===== src/common/dfm_regs.vh =====
`ifndef DFM_REGS_VH
`define DFM_REGS_VH
// parameter value ranges
`define DFM_ACT_FAULT_MAX 2'h2
`define DFM_CTRL_OLV 2'h2
`define DFM_CTRL_CLV_A 2'h1
`define DFM_CTRL_CLV_B 2'h3
`define DFM_PID_ACT_FAULT 2'h2
`define DFM_RUN_SRC_KEYPAD 2'h0
// timing
`define DFM_CLK_HZ 25000000
`define DFM_TIME_UNIT_HZ 1000
`define DFM_DECEL_TL_MS 3000
`define DFM_DECEL_TL_CYC (`DFM_DECEL_TL_MS * (`DFM_CLK_HZ / `DFM_TIME_UNIT_HZ))
`define DFM_MS_CYC (`DFM_CLK_HZ / `DFM_TIME_UNIT_HZ)
// fault code bit positions
`define DFM_F_ENC 0
`define DFM_F_SPD 1
`define DFM_F_HOLD 2
`define DFM_F_DECEL 3
`define DFM_F_PID 4
`define DFM_F_OPT 5
`define DFM_F_TERM3 6
`define DFM_F_KEYPAD 11
`define DFM_NFAULT 12
`define DFM_FAULT_RST 12'h000
`endif


===== src/hw/dfm_monitor.v =====
`timescale 1ns/1ps
`include "dfm_regs.vh"
module dfm_monitor #(
  parameter SPD_W = 16,
  parameter POS_W = 24,
  parameter FB_W = 12,
  parameter TIME_W = 16,
  parameter MS_CYC = `DFM_MS_CYC,
  parameter DECEL_TL_CYC = `DFM_DECEL_TL_CYC
) (
  input wire i_mclk,
  input wire i_srst,
  input wire i_fault_reset,
  input wire [1:0] i_control_method_select,
  input wire [1:0] i_encoder_loss_action,
  input wire [TIME_W-1:0] i_encoder_loss_time,
  input wire i_pulse_encoder,
  input wire [1:0] i_speed_error_action,
  input wire [SPD_W-1:0] i_speed_error_level,
  input wire [TIME_W-1:0] i_speed_error_time,
  input wire signed [SPD_W-1:0] i_speed_error,
  input wire i_hold_active,
  input wire [POS_W-1:0] i_hold_position,
  input wire [POS_W-1:0] i_motor_position,
  input wire i_decel_stop,
  input wire i_torque_limit_reached,
  input wire [1:0] i_pid_loss_action,
  input wire [FB_W-1:0] i_pid_loss_level,
  input wire [TIME_W-1:0] i_pid_loss_time,
  input wire [FB_W-1:0] i_pid_feedback,
  input wire i_option_card_fault,
  input wire [4:0] i_multi_function_inputs,
  input wire [4:0] i_ext_fault_select,
  input wire [1:0] i_run_command_source,
  input wire i_keypad_present,
  output wire o_encoder_loss_fault,
  output wire o_speed_error_fault,
  output wire o_hold_position_fault,
  output wire o_decel_torque_limit_fault,
  output wire o_pid_feedback_loss_fault,
  output wire o_option_card_ext_fault,
  output wire o_terminal3_ext_fault,
  output wire o_terminal4_ext_fault,
  output wire o_terminal5_ext_fault,
  output wire o_terminal6_ext_fault,
  output wire o_terminal7_ext_fault,
  output wire o_keypad_detach_fault,
  output wire o_any_fault
);
  localparam MSW = 32;

  function closed_loop;
    input [1:0] method;
    begin
      closed_loop = (method == `DFM_CTRL_CLV_A) || (method == `DFM_CTRL_CLV_B);
    end
  endfunction

  function action_enabled;
    input [1:0] act;
    begin
      action_enabled = (act <= `DFM_ACT_FAULT_MAX);
    end
  endfunction

  // millisecond tick shared by the configurable timers
  reg [MSW-1:0] ms_cnt_q;
  reg ms_tick_q;
  always @(posedge i_mclk) begin
    if (i_srst) begin
      ms_cnt_q <= {MSW{1'b0}};
      ms_tick_q <= 1'b0;
    end else if (ms_cnt_q >= MS_CYC - 1) begin
      ms_cnt_q <= {MSW{1'b0}};
      ms_tick_q <= 1'b1;
    end else begin
      ms_cnt_q <= ms_cnt_q + {{(MSW-1){1'b0}}, 1'b1};
      ms_tick_q <= 1'b0;
    end
  end

  // encoder loss: pulse edge restarts silence timer
  reg enc_pulse_q;
  always @(posedge i_mclk) begin
    if (i_srst) begin
      enc_pulse_q <= 1'b0;
    end else begin
      enc_pulse_q <= i_pulse_encoder;
    end
  end
  wire enc_edge = i_pulse_encoder & ~enc_pulse_q;
  wire enc_en = action_enabled(i_encoder_loss_action) && closed_loop(i_control_method_select);
  wire enc_cond = enc_en && !enc_edge;
  wire enc_trip;
  dfm_timer #(.W(TIME_W)) u_enc_tmr (
    .i_mclk(i_mclk),
    .i_srst(i_srst),
    .i_cond(enc_cond),
    .i_tick(ms_tick_q),
    .i_limit(i_encoder_loss_time),
    .i_strict(1'b1),
    .o_expired(enc_trip)
  );

  // speed error magnitude
  wire [SPD_W-1:0] spd_mag = i_speed_error[SPD_W-1] ? (~i_speed_error + {{(SPD_W-1){1'b0}}, 1'b1})
                                                     : i_speed_error;
  wire spd_en = action_enabled(i_speed_error_action) && closed_loop(i_control_method_select);
  wire spd_cond = spd_en && (spd_mag > i_speed_error_level);
  wire spd_trip;
  dfm_timer #(.W(TIME_W)) u_spd_tmr (
    .i_mclk(i_mclk),
    .i_srst(i_srst),
    .i_cond(spd_cond),
    .i_tick(ms_tick_q),
    .i_limit(i_speed_error_time),
    .i_strict(1'b1),
    .o_expired(spd_trip)
  );

  wire hold_trip = i_hold_active && (i_motor_position != i_hold_position);

  // decel stop torque limit, counted in clocks
  reg [MSW-1:0] decel_cnt_q;
  wire decel_cond = (i_control_method_select == `DFM_CTRL_OLV) && i_decel_stop && i_torque_limit_reached;
  always @(posedge i_mclk) begin
    if (i_srst || !decel_cond) begin
      decel_cnt_q <= {MSW{1'b0}};
    end else if (decel_cnt_q < DECEL_TL_CYC) begin
      decel_cnt_q <= decel_cnt_q + {{(MSW-1){1'b0}}, 1'b1};
    end
  end
  wire decel_trip = decel_cond && (decel_cnt_q >= DECEL_TL_CYC - 1);

  wire pid_en = (i_pid_loss_action == `DFM_PID_ACT_FAULT);
  wire pid_cond = pid_en && (i_pid_feedback < i_pid_loss_level);
  wire pid_trip;
  dfm_timer #(.W(TIME_W)) u_pid_tmr (
    .i_mclk(i_mclk),
    .i_srst(i_srst),
    .i_cond(pid_cond),
    .i_tick(ms_tick_q),
    .i_limit(i_pid_loss_time),
    .i_strict(1'b0),
    .o_expired(pid_trip)
  );

  wire opt_trip = i_option_card_fault;
  wire [4:0] term_trip = i_multi_function_inputs & i_ext_fault_select;
  wire key_trip = (i_run_command_source == `DFM_RUN_SRC_KEYPAD) && !i_keypad_present;

  wire [`DFM_NFAULT-1:0] trip = {key_trip, term_trip, opt_trip, pid_trip, decel_trip,
                                 hold_trip, spd_trip, enc_trip};

  // latched fault codes; a new trip wins over reset
  reg [`DFM_NFAULT-1:0] fault_q;
  reg [`DFM_NFAULT-1:0] fault_d;
  always @* begin
    fault_d = fault_q;
    if (i_fault_reset) begin
      fault_d = `DFM_FAULT_RST;
    end
    fault_d = fault_d | trip;
  end
  // summary flag registered alongside the latch
  reg any_fault_q;
  always @(posedge i_mclk) begin
    if (i_srst) begin
      fault_q <= `DFM_FAULT_RST;
      any_fault_q <= 1'b0;
    end else begin
      fault_q <= fault_d;
      any_fault_q <= |fault_d;
    end
  end

  assign o_encoder_loss_fault = fault_q[`DFM_F_ENC];
  assign o_speed_error_fault = fault_q[`DFM_F_SPD];
  assign o_hold_position_fault = fault_q[`DFM_F_HOLD];
  assign o_decel_torque_limit_fault = fault_q[`DFM_F_DECEL];
  assign o_pid_feedback_loss_fault = fault_q[`DFM_F_PID];
  assign o_option_card_ext_fault = fault_q[`DFM_F_OPT];
  assign o_terminal3_ext_fault = fault_q[`DFM_F_TERM3];
  assign o_terminal4_ext_fault = fault_q[`DFM_F_TERM3 + 1];
  assign o_terminal5_ext_fault = fault_q[`DFM_F_TERM3 + 2];
  assign o_terminal6_ext_fault = fault_q[`DFM_F_TERM3 + 3];
  assign o_terminal7_ext_fault = fault_q[`DFM_F_TERM3 + 4];
  assign o_keypad_detach_fault = fault_q[`DFM_F_KEYPAD];
  assign o_any_fault = any_fault_q;
endmodule


===== src/hw/dfm_timer.v =====
`timescale 1ns/1ps
// counts condition time in units of tick; restarts when condition drops
module dfm_timer #(
  parameter W = 16
) (
  input wire i_mclk,
  input wire i_srst,
  input wire i_cond,
  input wire i_tick,
  input wire [W-1:0] i_limit,
  input wire i_strict,
  output wire o_expired
);
  reg [W-1:0] cnt_q;
  reg [W-1:0] cnt_d;
  always @* begin
    cnt_d = cnt_q;
    if (!i_cond) begin
      cnt_d = {W{1'b0}};
    end else if (i_tick && cnt_q != {W{1'b1}}) begin
      cnt_d = cnt_q + {{(W-1){1'b0}}, 1'b1};
    end
  end
  always @(posedge i_mclk) begin
    if (i_srst) begin
      cnt_q <= {W{1'b0}};
    end else begin
      cnt_q <= cnt_d;
    end
  end
  assign o_expired = i_cond && (i_strict ? (cnt_q > i_limit) : (cnt_q >= i_limit));
endmodule


===== config.mk =====
export PLATFORM = sky130hd
export DESIGN_NAME = dfm_monitor
export DESIGN_NICKNAME = d
export VERILOG_FILES = /design/src/hw/dfm_monitor.v /design/src/hw/dfm_timer.v
export VERILOG_INCLUDE_DIRS = /design/src /design/src/common
export SDC_FILE = /design/constraint.sdc
export NUM_CORES = 1
export LEC_CHECK = 0
export BUFFER_PORTS_ARGS = -buffer_cell sky130_fd_sc_hd__buf_2
export CAP_MARGIN = 0
export CELL_PAD_IN_SITES_DETAIL_PLACEMENT = 2
export CELL_PAD_IN_SITES_GLOBAL_PLACEMENT = 2
export CORE_ASPECT_RATIO = 1.75
export CORE_MARGIN = 1.5
export CORE_UTILIZATION = 31
export CTS_BUF_LIST = sky130_fd_sc_hd__clkbuf_16
export DETAILED_ROUTE_END_ITERATION = 10
export PLACE_DENSITY_LB_ADDON = 0.1
export REMOVE_ABC_BUFFERS = 1
export SLEW_MARGIN = 15
export SYNTH_ARGS = -nofsm -noshare
export SYNTH_HDL_FRONTEND = slang
export SYNTH_SLANG_ARGS = --single-unit
export TNS_END_PERCENT = 50

===== constraint.sdc =====
create_clock -name i_mclk -period 4.85 [get_ports i_mclk]
set_input_delay 1.455 -clock i_mclk [delete_from_list [all_inputs] [get_ports i_mclk]]
set_output_delay 1.455 -clock i_mclk [all_outputs]
set_load 0.005 [all_outputs]

**Yosys cells after proc, flatten, opt, wreduce, memory -nomap -nowiden**

Index checks and enable logic that the tools add are counted.

- Memories kept: 0
- Logic and storage cells: 71
- Output and inout port bits: 13
- Bits in writable memories: 0
- Latch bits: 0
- ROM bits: 0
- Input bits: 181
- Bits in registers: 127

- Divide/modulo/power cells: 0
- Reductions and logical operators: 27
- Add/sub/neg operators: 6
- Equality and inequality tests: 8
- Bitwise gates (word level): 8
- $lt $le $gt $ge: 10
- Multiplexer cells: 3
- Multiply operators: 0
- Shift-type cells: 0

Operators with widths:

| operator | number |
|---|---|
| adder 16 x 1 -> 16 bit, second input constant | 4 |
| adder 32 x 1 -> 32 bit, second input constant | 2 |
| greater-than comparator 16 bit | 3 |
| inequality test 16 bit, second input constant | 3 |
| >= comparator 32 x 15 -> 1 bit, second input constant | 1 |
| >= comparator 32 x 27 -> 1 bit, second input constant | 1 |
| < comparator 32 x 27 -> 1 bit, second input constant | 1 |
| inequality test 24 bit | 1 |
| >= comparator 16 bit | 1 |
| logical AND 1 bit | 16 |
| two-way mux 16 bit | 1 |
| inverter 16 bit | 1 |
| < comparator 12 bit | 1 |
| two-way mux 12 bit | 1 |
| OR 12 bit | 1 |
| OR reduction 12 bit | 1 |
| OR reduction 2 bit | 4 |
| == test 2 bit, second input constant | 3 |
| AND 5 bit | 1 |
| <= comparator 2 bit, second input constant | 2 |
| inverter 1 bit | 4 |
| zero test 1 bit | 3 |
| == test 2 x 1 -> 1 bit, second input constant | 1 |
| zero test 2 bit | 1 |
| 3 further kinds | 4 |

**Longest topological paths before layout**

- Depth after elaboration: 8
- Gate-level depth with buffers: 14
- Depth with buffers taken out: 14

**Modules after synthesis**

From an unflattened synthesis, not the netlist that was laid out.

- Cells, all modules: 947
- Area, all modules: 7,945.1 um^2

By module, submodules not included:

| module | cells each | sequential area each (um^2) | area an instance (um^2) | instances |
|---|---|---|---|---|
| dfm_monitor | 509 | 1,581.5 | 4,420.5 | 1 |
| dfm_timer | 146 | 320.3 | 1,174.9 | 3 |

**Worst setup path after synthesis**

Ideal clock, no wire load.

- Kind: input-to-reg
- Start: input i_speed_error[5]
- End: register any_fault_q (netlist: o_any_fault)
- Data required time: 4,716 ps
- Setup slack: 457 ps
- Arrival: 4,259 ps
- Stages: 14
- Path buffers: 0
- Setup time: 134 ps
- Cells stage by stage: nor4_1 -> nand2b_1 -> nor2_1 -> nand3_1 -> o41ai_1 -> xnor2_1 -> ha_1 -> nand4_1 -> nor2_1 -> a221oi_1 -> o31a_1 -> a31oi_2 -> o31ai_1 -> or4_1

- Word-level cells in the longest chain between the ends: 8

Ends and longest elaborated chain:

| what | line | source |
|---|---|---|
| start: declaration | dfm_monitor.v:21 | `input wire signed [SPD_W-1:0] i_speed_error,` |
| inverter 16 bit | dfm_monitor.v:106 | `wire [SPD_W-1:0] spd_mag = i_speed_error[SPD_W-1] ? (~i_speed_error + {{(SPD_W-1){1'b0}}, 1'b1})` |
| adder 16 x 1 -> 16 bit | dfm_monitor.v:106 |  |
| two-way mux 16 bit * | dfm_monitor.v:106 |  |
| greater-than comparator 16 bit * | dfm_monitor.v:109 | `wire spd_cond = spd_en && (spd_mag > i_speed_error_level);` |
| logical AND 1 bit * | dfm_monitor.v:109 |  |
| logical AND 1 bit * | dfm_timer.v:31 | `assign o_expired = i_cond && (i_strict ? (cnt_q > i_limit) : (cnt_q >= i_limit));` |
| OR 12 bit * | dfm_monitor.v:163 | `fault_d = fault_d \| trip;` |
| OR reduction 12 bit * | dfm_monitor.v:173 | `any_fault_q <= \|fault_d;` |
| end signal: assignment | dfm_monitor.v:173 |  |
| end: declaration | dfm_monitor.v:166 | `reg any_fault_q;` |

Mark *: on every way between the ends. The rest lies on a longest branch, timed or not.
A chain may end at the register's enable or synchronous reset.

**Worst setup path in the final report**

- Start: input i_speed_error[3]
- End: register any_fault_q (netlist: o_any_fault)

Same word-level chain as after synthesis.

==> run_results.csv <==
group,metric,value,unit
power,power.clock.fraction,0.502,
timing,worst_hold_margin,0.4568,ns
synth,syn_area_per_cell,8.155,um^2
floorplanning,design.core.area,24020,um^2
setup_path,cp.buffers_inverters,1,
synth,ys_seq_elements,127,
floorplanning,die_h,210.5,um
setup_path,critPathSlowestCell,"sky130_fd_sc_hd__or4_1",
grt,largest_net_degree_at_the_start_of_global_routing,25,
flow_run,drv_cap,0,
grt,grt_usage,0.2025,
synth,ys_top_cells_by_area,"sky130_fd_sc_hd__dfxtp_1, sky130_fd_sc_hd__ha_1, sky130_fd_sc_hd__xnor2_1",
placement,gp_congestion,0.8449,
timing,finalClockSkew,0.008298,ns
power,leakagePower,4.232,nW
setup_path,rr_endpoint,"o_any_fault",
setup_path,timing.critical_path.cells,"buf_2 > nor4_1 > nand2b_1 > nor2_1 > nand3_1 > o41ai_1 > xnor2_1 > ha_1 > nand4_1 > nor2_1 > a221oi_1 > o31a_1 > a31oi_2 > o31ai_1 > or4_1",
outcome,outcome,"complete, no violations",
grt,grt_pass1_wl,40300,um
detailed_routing,detail-route-antenna-nets,0,
power,power_density_of_the_placed_cells,278.9,nW/um^2
clocking,postCtsResizedCells,0,
synth,synth.lib_cells_used.distinct,60,
hold_path,worst_hold_startpoint,"ms_cnt_q[0]",
detailed_routing,drt_first_pass_iters,4,
setup_path,critical-path-top-delay-family,"simple AND/OR/NAND/NOR gates",
timing,timing.final.crit_share,0.9371,
floorplanning,row_count,75,
clocking,postCtsSetupRepairBufs,0,
setup_path,critPathKind,"in -> reg",
layout,area_delta_synth_final,26.45,%
synth,synth_top_cell_area_share,0.3334,
detailed_routing,detail_route.vias_per_cell,5.064,
clocking,worst_skew_pair.late_latency,0.43,ns
setup_path,setup.reg_to_reg.worst_slack,2.29,ns
floorplanning,start_util,0.3174,
setup_path,critical_path_s_largest_stage_delay,0.51,ns
layout,most-common-layout-cells,"sky130_fd_sc_hd__buf_2, sky130_fd_sc_hd__dfxtp_1, sky130_fd_sc_hd__nor2_1",
timing,slew-limit-headroom,0.5542,
timing,fin_setup_tns,0,ns
clocking,holdBufCountCts,0,
layout,layout.nets,1415,
timing,clock.fmax,220.0,MHz
clocking,cts.path.max_buffers,2,
hold_path,whs_endpoint,"ms_cnt_q[0]",
setup_path,reg2reg_from,"u_spd_tmr.cnt_q[2]",
layout,drive_gt1_frac,0.2067,
setup_path,timing.critical_path.to_type,"flop",
detailed_routing,remaining_drc_errors,0,
setup_path,critPathArrivalTime,4.85,ns
synth,synth_enable_flop_cells,0,
setup_path,crit_required,5.15,ns
clocking,cts.reportedPaths.clkPinSlew,0.06,ns
power,netSwitchingFraction,0.2393,
detailed_routing,route.vias.total,7474,
setup_path,worstSetupStartpointType,"primary input",
synth,postSynth.topFlopCell,"sky130_fd_sc_hd__dfxtp_1",
setup_path,critical_path.most_common_cell,"sky130_fd_sc_hd__nor2_1",
synth,synth.yosys.seq_area_share,0.3334,
clocking,clock-sinks,127,
placement,dp_hpwl,20140,um
layout,most_frequent_standard_cell_in_the_layout_excluding_fill_and_tap_cells,"sky130_fd_sc_hd__buf_2",
timing,finalHoldViolCount,0,
power,total_switching_power,0.0006433,W
synth,ys_async_sr_fraction,0,
timing,tightestPinTransition,0.6663,ns
timing,grt_setup_unrepaired,"no",
power,internal_power,0.002045,W
timing,slew_viol_final,0,
synth,synth_warnings,0,
hold_path,timing.hold.worst.class,"reg -> reg",
power,power.sequential.fraction,0.396,
synth,syn_inst,935,
power,totalPowerFinal,0.002689,W
floorplanning,die-width,121.6,um
layout,fillers,2853,
grt,grt_antenna_before_repair,2,
placement,buffers_added_on_ports,193,
timing,timing.final.crit_period,4.545,ns
setup_path,timing.reg2reg.worst_path_depth,8,
grt,first_global_vias,8212,
clocking,cts-root-buf,"sky130_fd_sc_hd__clkbuf_16",
hold_path,holdPathStages,1,
power,irDropWorstVdd,0.0002187,V
floorplanning,dieArea,25580,um^2
clocking,cts_inserted_buffers,17,
detailed_routing,routed_wirelength,24760,um
detailed_routing,average_wire_per_cell_in_the_routed_design,16.77,um
grt,global_route.overflow_total,0,
floorplanning,num_io_pins,194,
synth,mappedNetlistArea,7625,um^2
setup_path,worst-path-max-fanout,4,
power,power.share.combinational,0.102,
timing,finalSetupViolCount,0,
clocking,cts.htree.levels,4,
clocking,cts_tree,"yes",
synth,synth_area_leader_cell,"sky130_fd_sc_hd__dfxtp_1",
detailed_routing,drt_iter0_markers,161,
final cells by class:
class                      count  area, um^2  share of cell area
sequential                   127        2542              0.2637
inverter                      87       326.6             0.03387
tap                          308       385.4             0.03997
antenna                        2       5.005           0.0005191
clock inverter                15       197.7             0.02050
clock buffer                  17       425.4             0.04412
multi-input combinational    720        4741              0.4917
timing repair buffer         200        1018              0.1056
power groups by stage:
stage | logic [W] | registers (W) | clock network (W)
final | 0.000274 | 0.00106 | 0.00135
after global routing | 0.000312 | 0.00107 | 0.00144
after CTS | 0.000281 | 0.00106 | 0.00139
after detailed placement | 0.000278 | 0.00109 | 0
after global placement | 0.000267 | 0.00109 | 0
after floorplan | 0.000132 | 0.00109 | 0
routing by layer:
layer  vias to the layer above  GRT usage  part of all wire
met5                         -          0                 0
met4                         0    0.09574             0.037
met3                        51    0.03003             0.025
met2                       136     0.3965              0.57
met1                      3633     0.2035              0.37
li1                       3654          -                 -
synth_stat cells, types with 4 or more instances:
library cell,instances
sky130_fd_sc_hd__a21o_1,9
sky130_fd_sc_hd__a21oi_1,46
sky130_fd_sc_hd__a221oi_1,4
sky130_fd_sc_hd__a22oi_1,4
sky130_fd_sc_hd__and2_1,9
sky130_fd_sc_hd__and3_1,11
sky130_fd_sc_hd__and4_1,9
sky130_fd_sc_hd__clkbuf_1,13
sky130_fd_sc_hd__dfxtp_1,127
sky130_fd_sc_hd__ha_1,81
sky130_fd_sc_hd__inv_1,86
sky130_fd_sc_hd__mux2i_1,7
sky130_fd_sc_hd__nand2_1,75
sky130_fd_sc_hd__nand2b_1,6
sky130_fd_sc_hd__nand3_1,51
sky130_fd_sc_hd__nand4_1,33
sky130_fd_sc_hd__nor2_1,121
sky130_fd_sc_hd__nor2b_1,7
sky130_fd_sc_hd__nor3_1,22
sky130_fd_sc_hd__nor4_1,14
sky130_fd_sc_hd__o21ai_0,27
sky130_fd_sc_hd__o21ai_1,4
sky130_fd_sc_hd__o41ai_1,4
sky130_fd_sc_hd__or3_1,10
sky130_fd_sc_hd__or4_1,7
sky130_fd_sc_hd__xnor2_1,58
sky130_fd_sc_hd__xor2_1,42
worst max-delay path by stage:
stage                startpoint     endpoint  slack [ns]  cells past startpoint
2_1_floorplan  i_speed_error[5]  o_any_fault        0.22                     14
3_3_place_gp   i_speed_error[3]  o_any_fault      -0.005                     15
3_5_place_dp   i_speed_error[3]  o_any_fault       -0.12                     15
4_1_cts        i_speed_error[3]  o_any_fault        0.33                     15
5_1_grt        i_speed_error[3]  o_any_fault        0.07                     15
6_report       i_speed_error[3]  o_any_fault        0.31                     15
cell families after synthesis:
family,share of synthesized area
compound gates,0.1014
fa+ha+maj,0.1329
buf+inv,0.05267
flops,0.3334
mux,0.01067
simple gates,0.2535
xor+xnor,0.1149
other cells,0.0004918
per-stage QoR:
stage          setup slack [ns]    util  cells  instance area, um^2
4_1_cts                  0.3313  0.4011   1474                 9637
5_1_grt                 0.06868  0.4014   1476                 9642
3_3_place_gp          -0.005213  0.3752   1442                 9014
6_report                 0.3052  0.4014   1476                 9642
2_1_floorplan            0.2203       -    934                 7610
3_5_place_dp            -0.1174  0.3752   1442                 9014
sequential cells by signal (all words and copies together) (netlist names):
register / cells
enc_pulse_q: 1
ms_tick_q: 1
u_pid_tmr.cnt_q: 16
u_spd_tmr.cnt_q: 16
ms_cnt_q: 32
u_enc_tmr.cnt_q: 16
fault_q: 12
o_any_fault: 1
decel_cnt_q: 32
(Power assumes the default switching activity.)
